File: src/hdl/vpiu_pkg.sv
// Shared constants for the vectored priority interrupt unit
package vpiu_pkg;
   // ****************************************
   // Vector space and level encoding
   // ****************************************
   localparam int NUM_VEC = 22;
   localparam int VEC_W = 5;
   localparam int LVL_W = 2;
   localparam int ADDR_W = 21;
   // Each vector occupies two program words, so offset is vector shifted by this
   localparam int VEC_SHIFT = 1;
   localparam logic [VEC_W-1:0] VEC_RESET = 5'h00;
   localparam logic [VEC_W-1:0] VEC_WATCHDOG_RESET = 5'h01;
   localparam logic [VEC_W-1:0] VEC_EXT_A = 5'h11;
   localparam logic [VEC_W-1:0] VEC_EXT_B = 5'h12;
   localparam logic [LVL_W-1:0] LVL_TOP = 2'h3;
   localparam logic [LVL_W-1:0] DEBUG_LVL_MIN = 2'h1;
   localparam logic [LVL_W-1:0] EXT_LVL_MAX = 2'h2;
   localparam logic [LVL_W-1:0] EXT_LVL_RST = 2'h0;

   // ****************************************
   // Per-vector kind and fixed level maps (vector 21 leftmost)
   // ****************************************
   localparam logic [LVL_W-1:0] KIND_NONE = 2'h0;
   localparam logic [LVL_W-1:0] KIND_FIXED = 2'h1;
   localparam logic [LVL_W-1:0] KIND_DEBUG = 2'h2;
   localparam logic [LVL_W-1:0] KIND_EXT = 2'h3;
   localparam logic [NUM_VEC*LVL_W-1:0] KIND_MAP = {
      2'h3, 2'h3, 2'h0, 2'h3, 2'h3, 2'h1, 2'h1, 2'h1, 2'h0, 2'h0, 2'h2,
      2'h2, 2'h2, 2'h0, 2'h2, 2'h2, 2'h1, 2'h1, 2'h1, 2'h1, 2'h0, 2'h0};
   localparam logic [NUM_VEC*LVL_W-1:0] FIXED_LVL_MAP = {
      2'h0, 2'h0, 2'h0, 2'h0, 2'h0, 2'h0, 2'h1, 2'h2, 2'h0, 2'h0, 2'h0,
      2'h0, 2'h0, 2'h0, 2'h0, 2'h0, 2'h3, 2'h3, 2'h3, 2'h3, 2'h0, 2'h0};
endpackage

File: src/hdl/vpiu_level_table.sv
// Per-vector priority level table with fixed and programmable entries
`timescale 1ns/1ps
module vpiu_level_table
   import vpiu_pkg::*;
(
   input wire logic clk_i,
   input wire logic sys_rst_i,
   input wire logic cfg_wr_i,
   input wire logic [VEC_W-1:0] cfg_vec_i,
   input wire logic [LVL_W-1:0] cfg_level_i,
   output logic [NUM_VEC*LVL_W-1:0] levels_o
);
   logic [NUM_VEC*LVL_W-1:0] lvl_d;
   logic [NUM_VEC*LVL_W-1:0] lvl_q;

   // ****************************************
   // One entry per vector
   // ****************************************
   for (genvar v = 0; v < NUM_VEC; v++) begin : g_ent
      localparam logic [LVL_W-1:0] KIND = KIND_MAP[v*LVL_W +: LVL_W];
      localparam logic [LVL_W-1:0] FIX = FIXED_LVL_MAP[v*LVL_W +: LVL_W];
      // Out-of-range writes are clamped, never stored as given
      always_comb begin
         lvl_d[v*LVL_W +: LVL_W] = lvl_q[v*LVL_W +: LVL_W];
         if (KIND == KIND_FIXED || KIND == KIND_NONE) begin
            lvl_d[v*LVL_W +: LVL_W] = FIX;
         end else if (cfg_wr_i && cfg_vec_i == VEC_W'(v)) begin
            if (KIND == KIND_DEBUG) begin
               // Debug sources cannot drop below level 1
               lvl_d[v*LVL_W +: LVL_W] = (cfg_level_i < DEBUG_LVL_MIN) ?
                  DEBUG_LVL_MIN : cfg_level_i;
            end else begin
               // Pins, detector and synthesizer top out at level 2
               lvl_d[v*LVL_W +: LVL_W] = (cfg_level_i > EXT_LVL_MAX) ?
                  EXT_LVL_MAX : cfg_level_i;
            end
         end
      end
      // Reset values: debug at its floor, others at fixed or zero
      always_ff @(posedge clk_i) begin
         if (sys_rst_i) begin
            lvl_q[v*LVL_W +: LVL_W] <= (KIND == KIND_DEBUG) ? DEBUG_LVL_MIN :
               (KIND == KIND_EXT) ? EXT_LVL_RST : FIX;
         end else begin
            lvl_q[v*LVL_W +: LVL_W] <= lvl_d[v*LVL_W +: LVL_W];
         end
      end
   end

   assign levels_o = lvl_q;
endmodule

File: src/hdl/vpiu_core.sv
// Vectored priority interrupt arbiter and vector address generator
//
// Summary of operation
// - Higher priority level always wins arbitration.
// - Same level: smallest vector number wins.
// - Vector addresses relative to writable table base.
// - Vector offset equals twice the vector number.
// - Core exceptions level 3; software interrupts 2,1,0.
// - Debug-unit vectors programmable at levels 1-3.
// - Pins, detector, synthesizer programmable levels 0-2.
// - Vectors 0,1 reserved for reset overlays.
`timescale 1ns/1ps
module vpiu_core
   import vpiu_pkg::*;
#(
   parameter int ADDR_WIDTH = ADDR_W
)
(
   input wire logic clk_i,
   input wire logic sys_rst_i,
   input wire logic [NUM_VEC-1:0] core_req_i,
   input wire logic external_request_a_i,
   input wire logic external_request_b_i,
   input wire logic [ADDR_WIDTH-1:0] vector_table_base_i,
   input wire logic vector_table_base_wr_i,
   input wire logic cfg_wr_i,
   input wire logic [VEC_W-1:0] cfg_vec_i,
   input wire logic [LVL_W-1:0] cfg_level_i,
   input wire logic [LVL_W-1:0] core_mask_level_i,
   input wire logic ack_i,
   output logic irq_o,
   output logic [VEC_W-1:0] vector_num_o,
   output logic [LVL_W-1:0] level_o,
   output logic [ADDR_WIDTH-1:0] vector_addr_o,
   output logic [ADDR_WIDTH-1:0] reset_addr_o,
   output logic [ADDR_WIDTH-1:0] watchdog_reset_addr_o,
   output logic [NUM_VEC-1:0] pending_o
);
   // ****************************************
   // Elaboration check
   // ****************************************
   if (ADDR_WIDTH < VEC_W + VEC_SHIFT) begin : g_bad_width
      $error("vpiu_core: ADDR_WIDTH too small for vector offsets");
   end
   // Every vector number must fit the vector field
   if (NUM_VEC > (1 << VEC_W)) begin : g_bad_count
      $error("vpiu_core: vector count exceeds vector field");
   end

   // ****************************************
   // Assigned vectors
   // ****************************************
   logic [NUM_VEC-1:0] assigned;
   for (genvar v = 0; v < NUM_VEC; v++) begin : g_asg
      // Reserved and unassigned slots carry kind none
      assign assigned[v] = (KIND_MAP[v*LVL_W +: LVL_W] != KIND_NONE);
   end

   // ****************************************
   // Pin synchronisers
   // ****************************************
   logic [1:0] pin_meta_d;
   logic [1:0] pin_meta_q;
   logic [1:0] pin_sync_d;
   logic [1:0] pin_sync_q;
   // First flop may go metastable; only the second is read
   always_comb begin
      pin_meta_d = {external_request_b_i, external_request_a_i};
      pin_sync_d = pin_meta_q;
   end
   // Pins clear to idle low so reset brings no false request
   always_ff @(posedge clk_i) begin
      if (sys_rst_i) begin
         pin_meta_q <= 2'h0;
         pin_sync_q <= 2'h0;
      end else begin
         pin_meta_q <= pin_meta_d;
         pin_sync_q <= pin_sync_d;
      end
   end

   // ****************************************
   // Level table
   // ****************************************
   logic [NUM_VEC*LVL_W-1:0] levels;
   // Programmable levels live in their own table module
   vpiu_level_table u_levels (
      .clk_i(clk_i),
      .sys_rst_i(sys_rst_i),
      .cfg_wr_i(cfg_wr_i),
      .cfg_vec_i(cfg_vec_i),
      .cfg_level_i(cfg_level_i),
      .levels_o(levels)
   );

   // ****************************************
   // Arbitration function
   // ****************************************
   // Scan levels top down, vectors bottom up; first hit wins
   function automatic logic [VEC_W:0] pick(input logic [NUM_VEC-1:0] elig,
                                           input logic [NUM_VEC*LVL_W-1:0] lv);
      logic found;
      logic [VEC_W-1:0] win;
      found = 1'b0;
      win = '0;
      for (int l = 3; l >= 0; l--) begin
         for (int v = 0; v < NUM_VEC; v++) begin
            if (!found && elig[v] && lv[v*LVL_W +: LVL_W] == LVL_W'(l)) begin
               found = 1'b1;
               win = VEC_W'(v);
            end
         end
      end
      return {found, win};
   endfunction

   // ****************************************
   // Pending, arbitration and vector state
   // ****************************************
   logic [NUM_VEC-1:0] pend_d;
   logic [NUM_VEC-1:0] pend_q;
   logic [ADDR_WIDTH-1:0] base_d;
   logic [ADDR_WIDTH-1:0] base_q;
   logic irq_d;
   logic irq_q;
   logic [VEC_W-1:0] vec_d;
   logic [VEC_W-1:0] vec_q;
   logic [LVL_W-1:0] lvl_d;
   logic [LVL_W-1:0] lvl_q;
   logic [ADDR_WIDTH-1:0] addr_d;
   logic [ADDR_WIDTH-1:0] addr_q;
   logic [NUM_VEC-1:0] req_all;
   logic [NUM_VEC-1:0] clr;
   logic [NUM_VEC-1:0] live;
   logic [NUM_VEC-1:0] elig;
   logic [VEC_W:0] result;

   always_comb begin
      // External pins only reach their own slots after synchronising
      req_all = core_req_i;
      req_all[VEC_EXT_A] = core_req_i[VEC_EXT_A] | pin_sync_q[0];
      req_all[VEC_EXT_B] = core_req_i[VEC_EXT_B] | pin_sync_q[1];
      req_all = req_all & assigned;
      // Acknowledge drops only the vector being presented
      clr = '0;
      if (ack_i && irq_q) begin
         clr[vec_q] = 1'b1;
      end
      // A new request in the ack cycle survives: set beats clear
      pend_d = (pend_q & ~clr) | req_all;
      // Arbitrate on what is left after the ack so the next winner is one cycle away
      live = pend_q & ~clr;
      // Masked levels stay pending but are hidden from the core
      for (int v = 0; v < NUM_VEC; v++) begin
         elig[v] = live[v] && assigned[v] &&
                   (levels[v*LVL_W +: LVL_W] >= core_mask_level_i);
      end
      result = pick(elig, levels);
      irq_d = result[VEC_W];
      vec_d = result[VEC_W-1:0];
      lvl_d = levels[vec_d*LVL_W +: LVL_W];
      addr_d = base_q + (ADDR_WIDTH'(vec_d) << VEC_SHIFT);
      // Base changes only on its write strobe
      base_d = vector_table_base_wr_i ? vector_table_base_i : base_q;
   end

   // Registering the winner costs a cycle but keeps outputs glitch free
   always_ff @(posedge clk_i) begin
      if (sys_rst_i) begin
         pend_q <= '0;
         base_q <= '0;
         irq_q <= 1'b0;
         vec_q <= '0;
         lvl_q <= '0;
         addr_q <= '0;
      end else begin
         pend_q <= pend_d;
         base_q <= base_d;
         irq_q <= irq_d;
         vec_q <= vec_d;
         lvl_q <= lvl_d;
         addr_q <= addr_d;
      end
   end

   // ****************************************
   // Reset overlay addresses
   // ****************************************
   logic [ADDR_WIDTH-1:0] rst_addr_d;
   logic [ADDR_WIDTH-1:0] rst_addr_q;
   logic [ADDR_WIDTH-1:0] wd_addr_d;
   logic [ADDR_WIDTH-1:0] wd_addr_q;
   // Slots 0 and 1 of the table, when the reset addresses overlay it
   always_comb begin
      rst_addr_d = base_q + (ADDR_WIDTH'(VEC_RESET) << VEC_SHIFT);
      wd_addr_d = base_q + (ADDR_WIDTH'(VEC_WATCHDOG_RESET) << VEC_SHIFT);
   end
   // Overlay addresses follow the base one cycle late
   always_ff @(posedge clk_i) begin
      if (sys_rst_i) begin
         rst_addr_q <= '0;
         wd_addr_q <= '0;
      end else begin
         rst_addr_q <= rst_addr_d;
         wd_addr_q <= wd_addr_d;
      end
   end

   // ****************************************
   // Outputs
   // ****************************************
   // Every output comes straight from a flop
   assign irq_o = irq_q;
   assign vector_num_o = vec_q;
   assign level_o = lvl_q;
   assign vector_addr_o = addr_q;
   assign reset_addr_o = rst_addr_q;
   assign watchdog_reset_addr_o = wd_addr_q;
   assign pending_o = pend_q;
endmodule

File: config.mk
export PLATFORM = sky130hd
export DESIGN_NAME = vpiu_core
export DESIGN_NICKNAME = d
export VERILOG_FILES = /design/src/hdl/vpiu_pkg.sv /design/src/hdl/vpiu_level_table.sv /design/src/hdl/vpiu_core.sv
export SDC_FILE = /design/constraint.sdc
export NUM_CORES = 1
export LEC_CHECK = 0
export ABC_AREA = 1
export BUFFER_PORTS_ARGS = -buffer_cell sky130_fd_sc_hd__buf_2
export CORE_MARGIN = 2
export CORE_UTILIZATION = 51
export CTS_CLUSTER_SIZE = 20
export DETAILED_ROUTE_END_ITERATION = 8
export GPL_ROUTABILITY_DRIVEN = 1
export PLACE_DENSITY = 0.77
export RECOVER_POWER = 25
export SYNTH_ARGS = -nofsm -noshare
export SYNTH_HDL_FRONTEND = slang
export SYNTH_HIERARCHICAL = 1
export SYNTH_SLANG_ARGS = --single-unit
File: constraint.sdc
create_clock -name clk_i -period 8.3 [get_ports clk_i]
set_input_delay 1.66 -clock clk_i [delete_from_list [all_inputs] [get_ports clk_i]]
set_output_delay 1.66 -clock clk_i [all_outputs]
set_load 0.02 [all_outputs]
# Word level (Yosys, flattened, before mapping)
# Cells that the tools add are included.
# W data, S select, Z words.
# classes
addsub,2
n_lt_le_gt_ge,17
n_eq_ne,36
shift,1
muxes,91
n_bitwise,5
n_reduce_logical,156
# op_table
operator,n
$mux W5,34
$logic_and A1 B1 Y1,105
$mux W1,44
$shiftx A44 B7 Y2,1
$logic_not A1 Y1,42
$eq A2 B2 Y1 const B,18
$and A22 B22 Y22,1
$mux W22,1
$not A22 Y22,1
$or A22 B22 Y22,1
$add A21 B2 Y21 const B,1
$add A21 B6 Y21,1
$eq A5 B5 Y1 const B,4
$eq A2 B1 Y1 const B,9
$ge A2 B2 Y1,9
$logic_not A2 Y1,9
$eq A5 B4 Y1 const B,3
$mux W3,4
$mux W4,3
$eq A5 B3 Y1 const B,2
$mux W2,4
$lt A5 B6 Y1 const B,1
$demux W1 S5,1
$ge A5 B1 Y1 const B,1
other kinds (5),8
# totals
register_bits,136
in_bits,59
output_inout_bits,93
wordCells,327

# Longest topological paths before layout
# logic_depth
ltp_word,172
ltp_mapped,53
depth_no_buf,52

# Hierarchy
# The synthesis kept the hierarchy.
# modules_own_cells
mod,n_inst,cells_each,area_each_um2,seq_area_each_um2
vpiu_core,1,986,6920.4,2322.2
vpiu_level_table,1,172,1097.3,360.3

# Worst setup path before layout
# Ideal clock, no wire load.
# synth_timing
path_kind,input to register
start,input core_mask_level_i[1]
end,"register addr_q[13], in the netlist vector_addr_o[13]"
setup_ns,0.124
arrival_ns,7.838
required_ns,8.176
slack_ns,0.338
stages,51
n_path_buf,1
path_cell_list,inv_1 ha_1 nand2_1 nand3b_1 nand4_1 nand3_4 nor2_4 nand4_2 nor2_2 nand4_1 nor2_2 nand4_2 nor2_4 nand4_4 nor2_4 nand4_2 nor2_2 nand4_1 [15 not listed] nand4_4 nor2_4 nand4_4 nand2_4 buf_8 ha_1 fa_1 a21oi_1 nor2_1 nor2_1 nor2_1 o21ai_0 nor2_1 inv_1 nor2_1 nand3_1 o21ai_0 a21oi_1
# synth_between
elab_chain_cells,166
elab_cells_between_ends,235
classes_between,add/sub: 1; order compare: 13; mux: 85; reduce/logical: 136
# synth_lines
item,line_no,source
"start, declared",vpiu_core.sv:29,"input wire logic [LVL_W-1:0] core_mask_level_i,"
$ge A2 B2 Y1,vpiu_core.sv:156,(levels[v*LVL_W +: LVL_W] >= core_mask_level_i);
$logic_and A1 B1 Y1,vpiu_core.sv:155,elig[v] = live[v] && assigned[v] &&
$mux W1,vpiu_core.sv:108,if (!found && elig[v] && lv[v*LVL_W +: LVL_W] == LVL_W'(l)) begin
$logic_not A1 Y1,vpiu_core.sv:108,
$logic_and A1 B1 Y1,vpiu_core.sv:108,
$mux W1,vpiu_core.sv:108,
$logic_not A1 Y1,vpiu_core.sv:108,
$logic_and A1 B1 Y1,vpiu_core.sv:108,
[149 not listed],-,
$logic_not A1 Y1,vpiu_core.sv:108,
$logic_and A1 B1 Y1 (2 in series),vpiu_core.sv:108,
$mux W1,vpiu_core.sv:108,
$logic_not A1 Y1,vpiu_core.sv:108,
$logic_and A1 B1 Y1 (2 in series),vpiu_core.sv:108,
$mux W5 (*),vpiu_core.sv:108,
via vec_d[0],vpiu_core.sv:126,logic [VEC_W-1:0] vec_d;
$add A21 B6 Y21 (*),vpiu_core.sv:162,addr_d = base_q + (ADDR_WIDTH'(vec_d) << VEC_SHIFT);
"end signal, assigned",vpiu_core.sv:182,addr_q <= addr_d;
"end, declared",vpiu_core.sv:131,logic [ADDR_WIDTH-1:0] addr_q;
# Mark *: on every way through the listed nets, which the timed path passes. The rest lies on a longest branch.
# A chain may end at the register's enable or synchronous reset.

# Final worst setup path
# layout_timing
start,input core_mask_level_i[1]
end,"register addr_q[17], in the netlist vector_addr_o[17]"
# layout_between
elab_chain_cells,166
elab_cells_between_ends,235
classes_between,add/sub: 1; order compare: 13; mux: 85; reduce/logical: 136
# layout_lines
item,line_no
$ge A2 B2 Y1,vpiu_core.sv:156
$logic_and A1 B1 Y1,vpiu_core.sv:155
$mux W1,vpiu_core.sv:108
$logic_not A1 Y1,vpiu_core.sv:108
$logic_and A1 B1 Y1,vpiu_core.sv:108
$mux W1,vpiu_core.sv:108
$logic_not A1 Y1,vpiu_core.sv:108
$logic_and A1 B1 Y1,vpiu_core.sv:108
[148 not listed],-
$mux W1,vpiu_core.sv:108
$logic_not A1 Y1,vpiu_core.sv:108
$logic_and A1 B1 Y1 (2 in series),vpiu_core.sv:108
$mux W1,vpiu_core.sv:108
$logic_not A1 Y1,vpiu_core.sv:108
$logic_and A1 B1 Y1 (2 in series),vpiu_core.sv:108
$mux W5 (*),vpiu_core.sv:108
$add A21 B6 Y21 (*),vpiu_core.sv:162
# Every way passes the cells marked *; elsewhere a longest branch is shown, timed or not.

==> flow_summary.ini <==
[cts]
cts_hold_buf = 0
clkTransAtPathRegs_ns = 0.06
root_buffer = clkbuf_16
clock_latency_ns = 0.42
cts_buffers = 17
htree_levels = 4
clk_path_buf_depth = 2
cts_sinks = 134
tritoncts = built

[pwr]
seqPwrFrac_pct = 34.8
switching_power_uw = 657
intPower_mw = 1.40
pwr-share-clk_pct = 40.0
p_per_area_mw_per_mm2 = 205
p_leak_nw = 4.86
p_sw_share_pct = 32.0
p_comb_share_pct = 25.2
ir_drop_mv = 0.166
totalPowerFinal_mw = 2.05

[layout]
fin_cells = 1589
nets = 1464
layout-drive-gt1-share_pct = 22.4
syn_to_final_growth_pct = 25.2
final-seq-area_mm2 = 0.00268
multiInputGateArea_mm2 = 0.00430
antenna_cells = 0
n_fill_cell = 1361

[grt]
grt_pass1_wl_um = 36200
grt_usage_pct = 27.4
grt-ovfl-total = 0
antenna_found_initial = 0
grt_pass1_vias = 7641
grt_max_degree = 64

[worst_setup_path]
end_kind = flip-flop
cp_slowest_cell = ha_1
path_common_cell = nor2_4
slowest_delay_ns = 0.30
cp_num_buf_inv = 5
critPathArrivalTime_ns = 8.11
cp.required_ns = 8.58
critPathTopFamily = simple AND/OR/NAND/NOR gates
cp-start-kind = primary input
crit_type = primary input to flip-flop
crit_fanout = 8

[sta]
worst_pin_slew_ns = 1.14
skew_ns = 0.0113
rsz0062_at_grt = true
timing.fmax_mhz = 128
hold_violations = 0
holdWs_ns = 0.404
finalCriticalPeriod_ns = 7.83
finalCritPeriodShare_pct = 94.4
setup_violations = 0
slew_viol_final = 0
max_slew_margin_pct = 24.2

[floorplan]
dieArea_mm2 = 0.0167
initial_core_util_pct = 52.3
core_area_mm2 = 0.0153
die_w_um = 129
io_pins = 152
row_count = 45
die_height_um = 129

[place]
dp.final_hpwl_um = 17300
gp_congestion = 0.925
io_buffer_count = 145
placed_cells = 1548

[drt]
drt_iter0_drc = 569
wl_met1_um = 9570
wire_per_inst_um = 14.4
first_pass_iters = 5
dr.max_layer_used = met4
routed-wl-met2_um = 11200
vias = 8174
dr_wl_met3_um = 1510
wl_um = 22900
via_per_inst = 5.14
drc = 0
antenna_left = 0

[synth]
synth_area_mm2 = 0.00799
avgSynthCellArea_um2 = 6.92
synthCells = 1154
synth_warnings = 6

[job]
drv_cap = 0

[status]
status = completed

[hold_path]
worst_hold_path_type = flip-flop to flip-flop
placed cells by master, fill, tap and decap left out, types with 5 or more instances in the layout:
cell type	n
a21oi_1	88
a31oi_1	5
buf_2	135
buf_4	69
clkbuf_1	13
clkbuf_16	17
conb_1	22
dfxtp_1	134
ha_1	37
inv_1	221
inv_2	7
inv_6	5
nand2_1	154
nand3_1	81
nand3b_1	5
nand4_1	21
nand4_4	9
nor2_1	128
nor2_2	17
nor2_4	13
nor3_1	51
nor3_2	5
nor4_1	12
o211ai_1	5
o21ai_0	63
power by group through the flow:
stage | Clock (mW) | Combinational, mW | Sequential, mW
global route | 0.857 | 0.573 | 0.718
detailed placement | 0 | 0.489 | 0.727
CTS | 0.832 | 0.496 | 0.713
floorplan | 0 | 0.292 | 0.765
finish | 0.821 | 0.518 | 0.713
global placement | 0 | 0.482 | 0.726
through the flow:
| step | setup slack, ns | utilization (%) | area (um2) | setup TNS (ns) |
|---|---|---|---|---|
| 3_5_place_dp | -0.227 | 60.6 | 9240 | -1.23 |
| 2_1_floorplan | 0.338 | - | 8060 | 0 |
| 4_1_cts | 0.145 | 64.7 | 9870 | 0 |
| 5_1_grt | -0.0974 | 65.5 | 10000 | -0.364 |
| 6_report | 0.469 | 65.5 | 10000 | 0 |
| 3_3_place_gp | -0.114 | 60.6 | 9240 | -0.281 |
path summary, 6_finish.rpt:
check	start	end	slack (ns)	cells after the start
worst max-delay path	core_mask_level_i[1]	vector_addr_o[17]	0.47	52
worst min-delay path	pin_meta_q[0]	pin_sync_q[0]	0.40	2
worst max register to register	irq_o	vector_addr_o[17]	1.40	49
worst min register to register	pin_meta_q[0]	pin_sync_q[0]	0.40	2
worst min-delay path, delay by kind of cell (launching register included):
family | cells | cell delay, ns
simple gates | 1 | 0.03
buf+inv | 1 | 0.04
flops | 1 | 0.30
layer usage:
| metal | track usage, % | up-vias |
|---|---|---|
| met5 | 0 | - |
| met4 | 10.7 | 0 |
| met3 | 6.52 | 46 |
| met2 | 47.6 | 264 |
| met1 | 32.8 | 3733 |
| li1 | - | 4131 |
registers in the layout (all words and copies together) (netlist names):
name and flops:
pin_sync_q 2, irq_o 1, base_q 21, pin_meta_q 2
reset_addr_o 20, vector_num_o 5, pending_o 22, level_o 2
vector_addr_o 21, watchdog_reset_addr_o 20, u_levels/levels_o 18
cell type report:
type	instances	share of cell area (%)
clock buffers	18	4.39
clock inverters	13	1.93
inverters	230	8.63
multi-input cells	765	43.0
flip-flops and latches	134	26.8
well taps	211	2.64
repair buffers	218	12.6
what timing repair did:
item / CTS / global route
resized for setup: 0 / 24
setup buffers: 0 / 10
endpoints found under the setup margin: 0 / 14
Note: power is estimated with default switching activity, not from simulation.
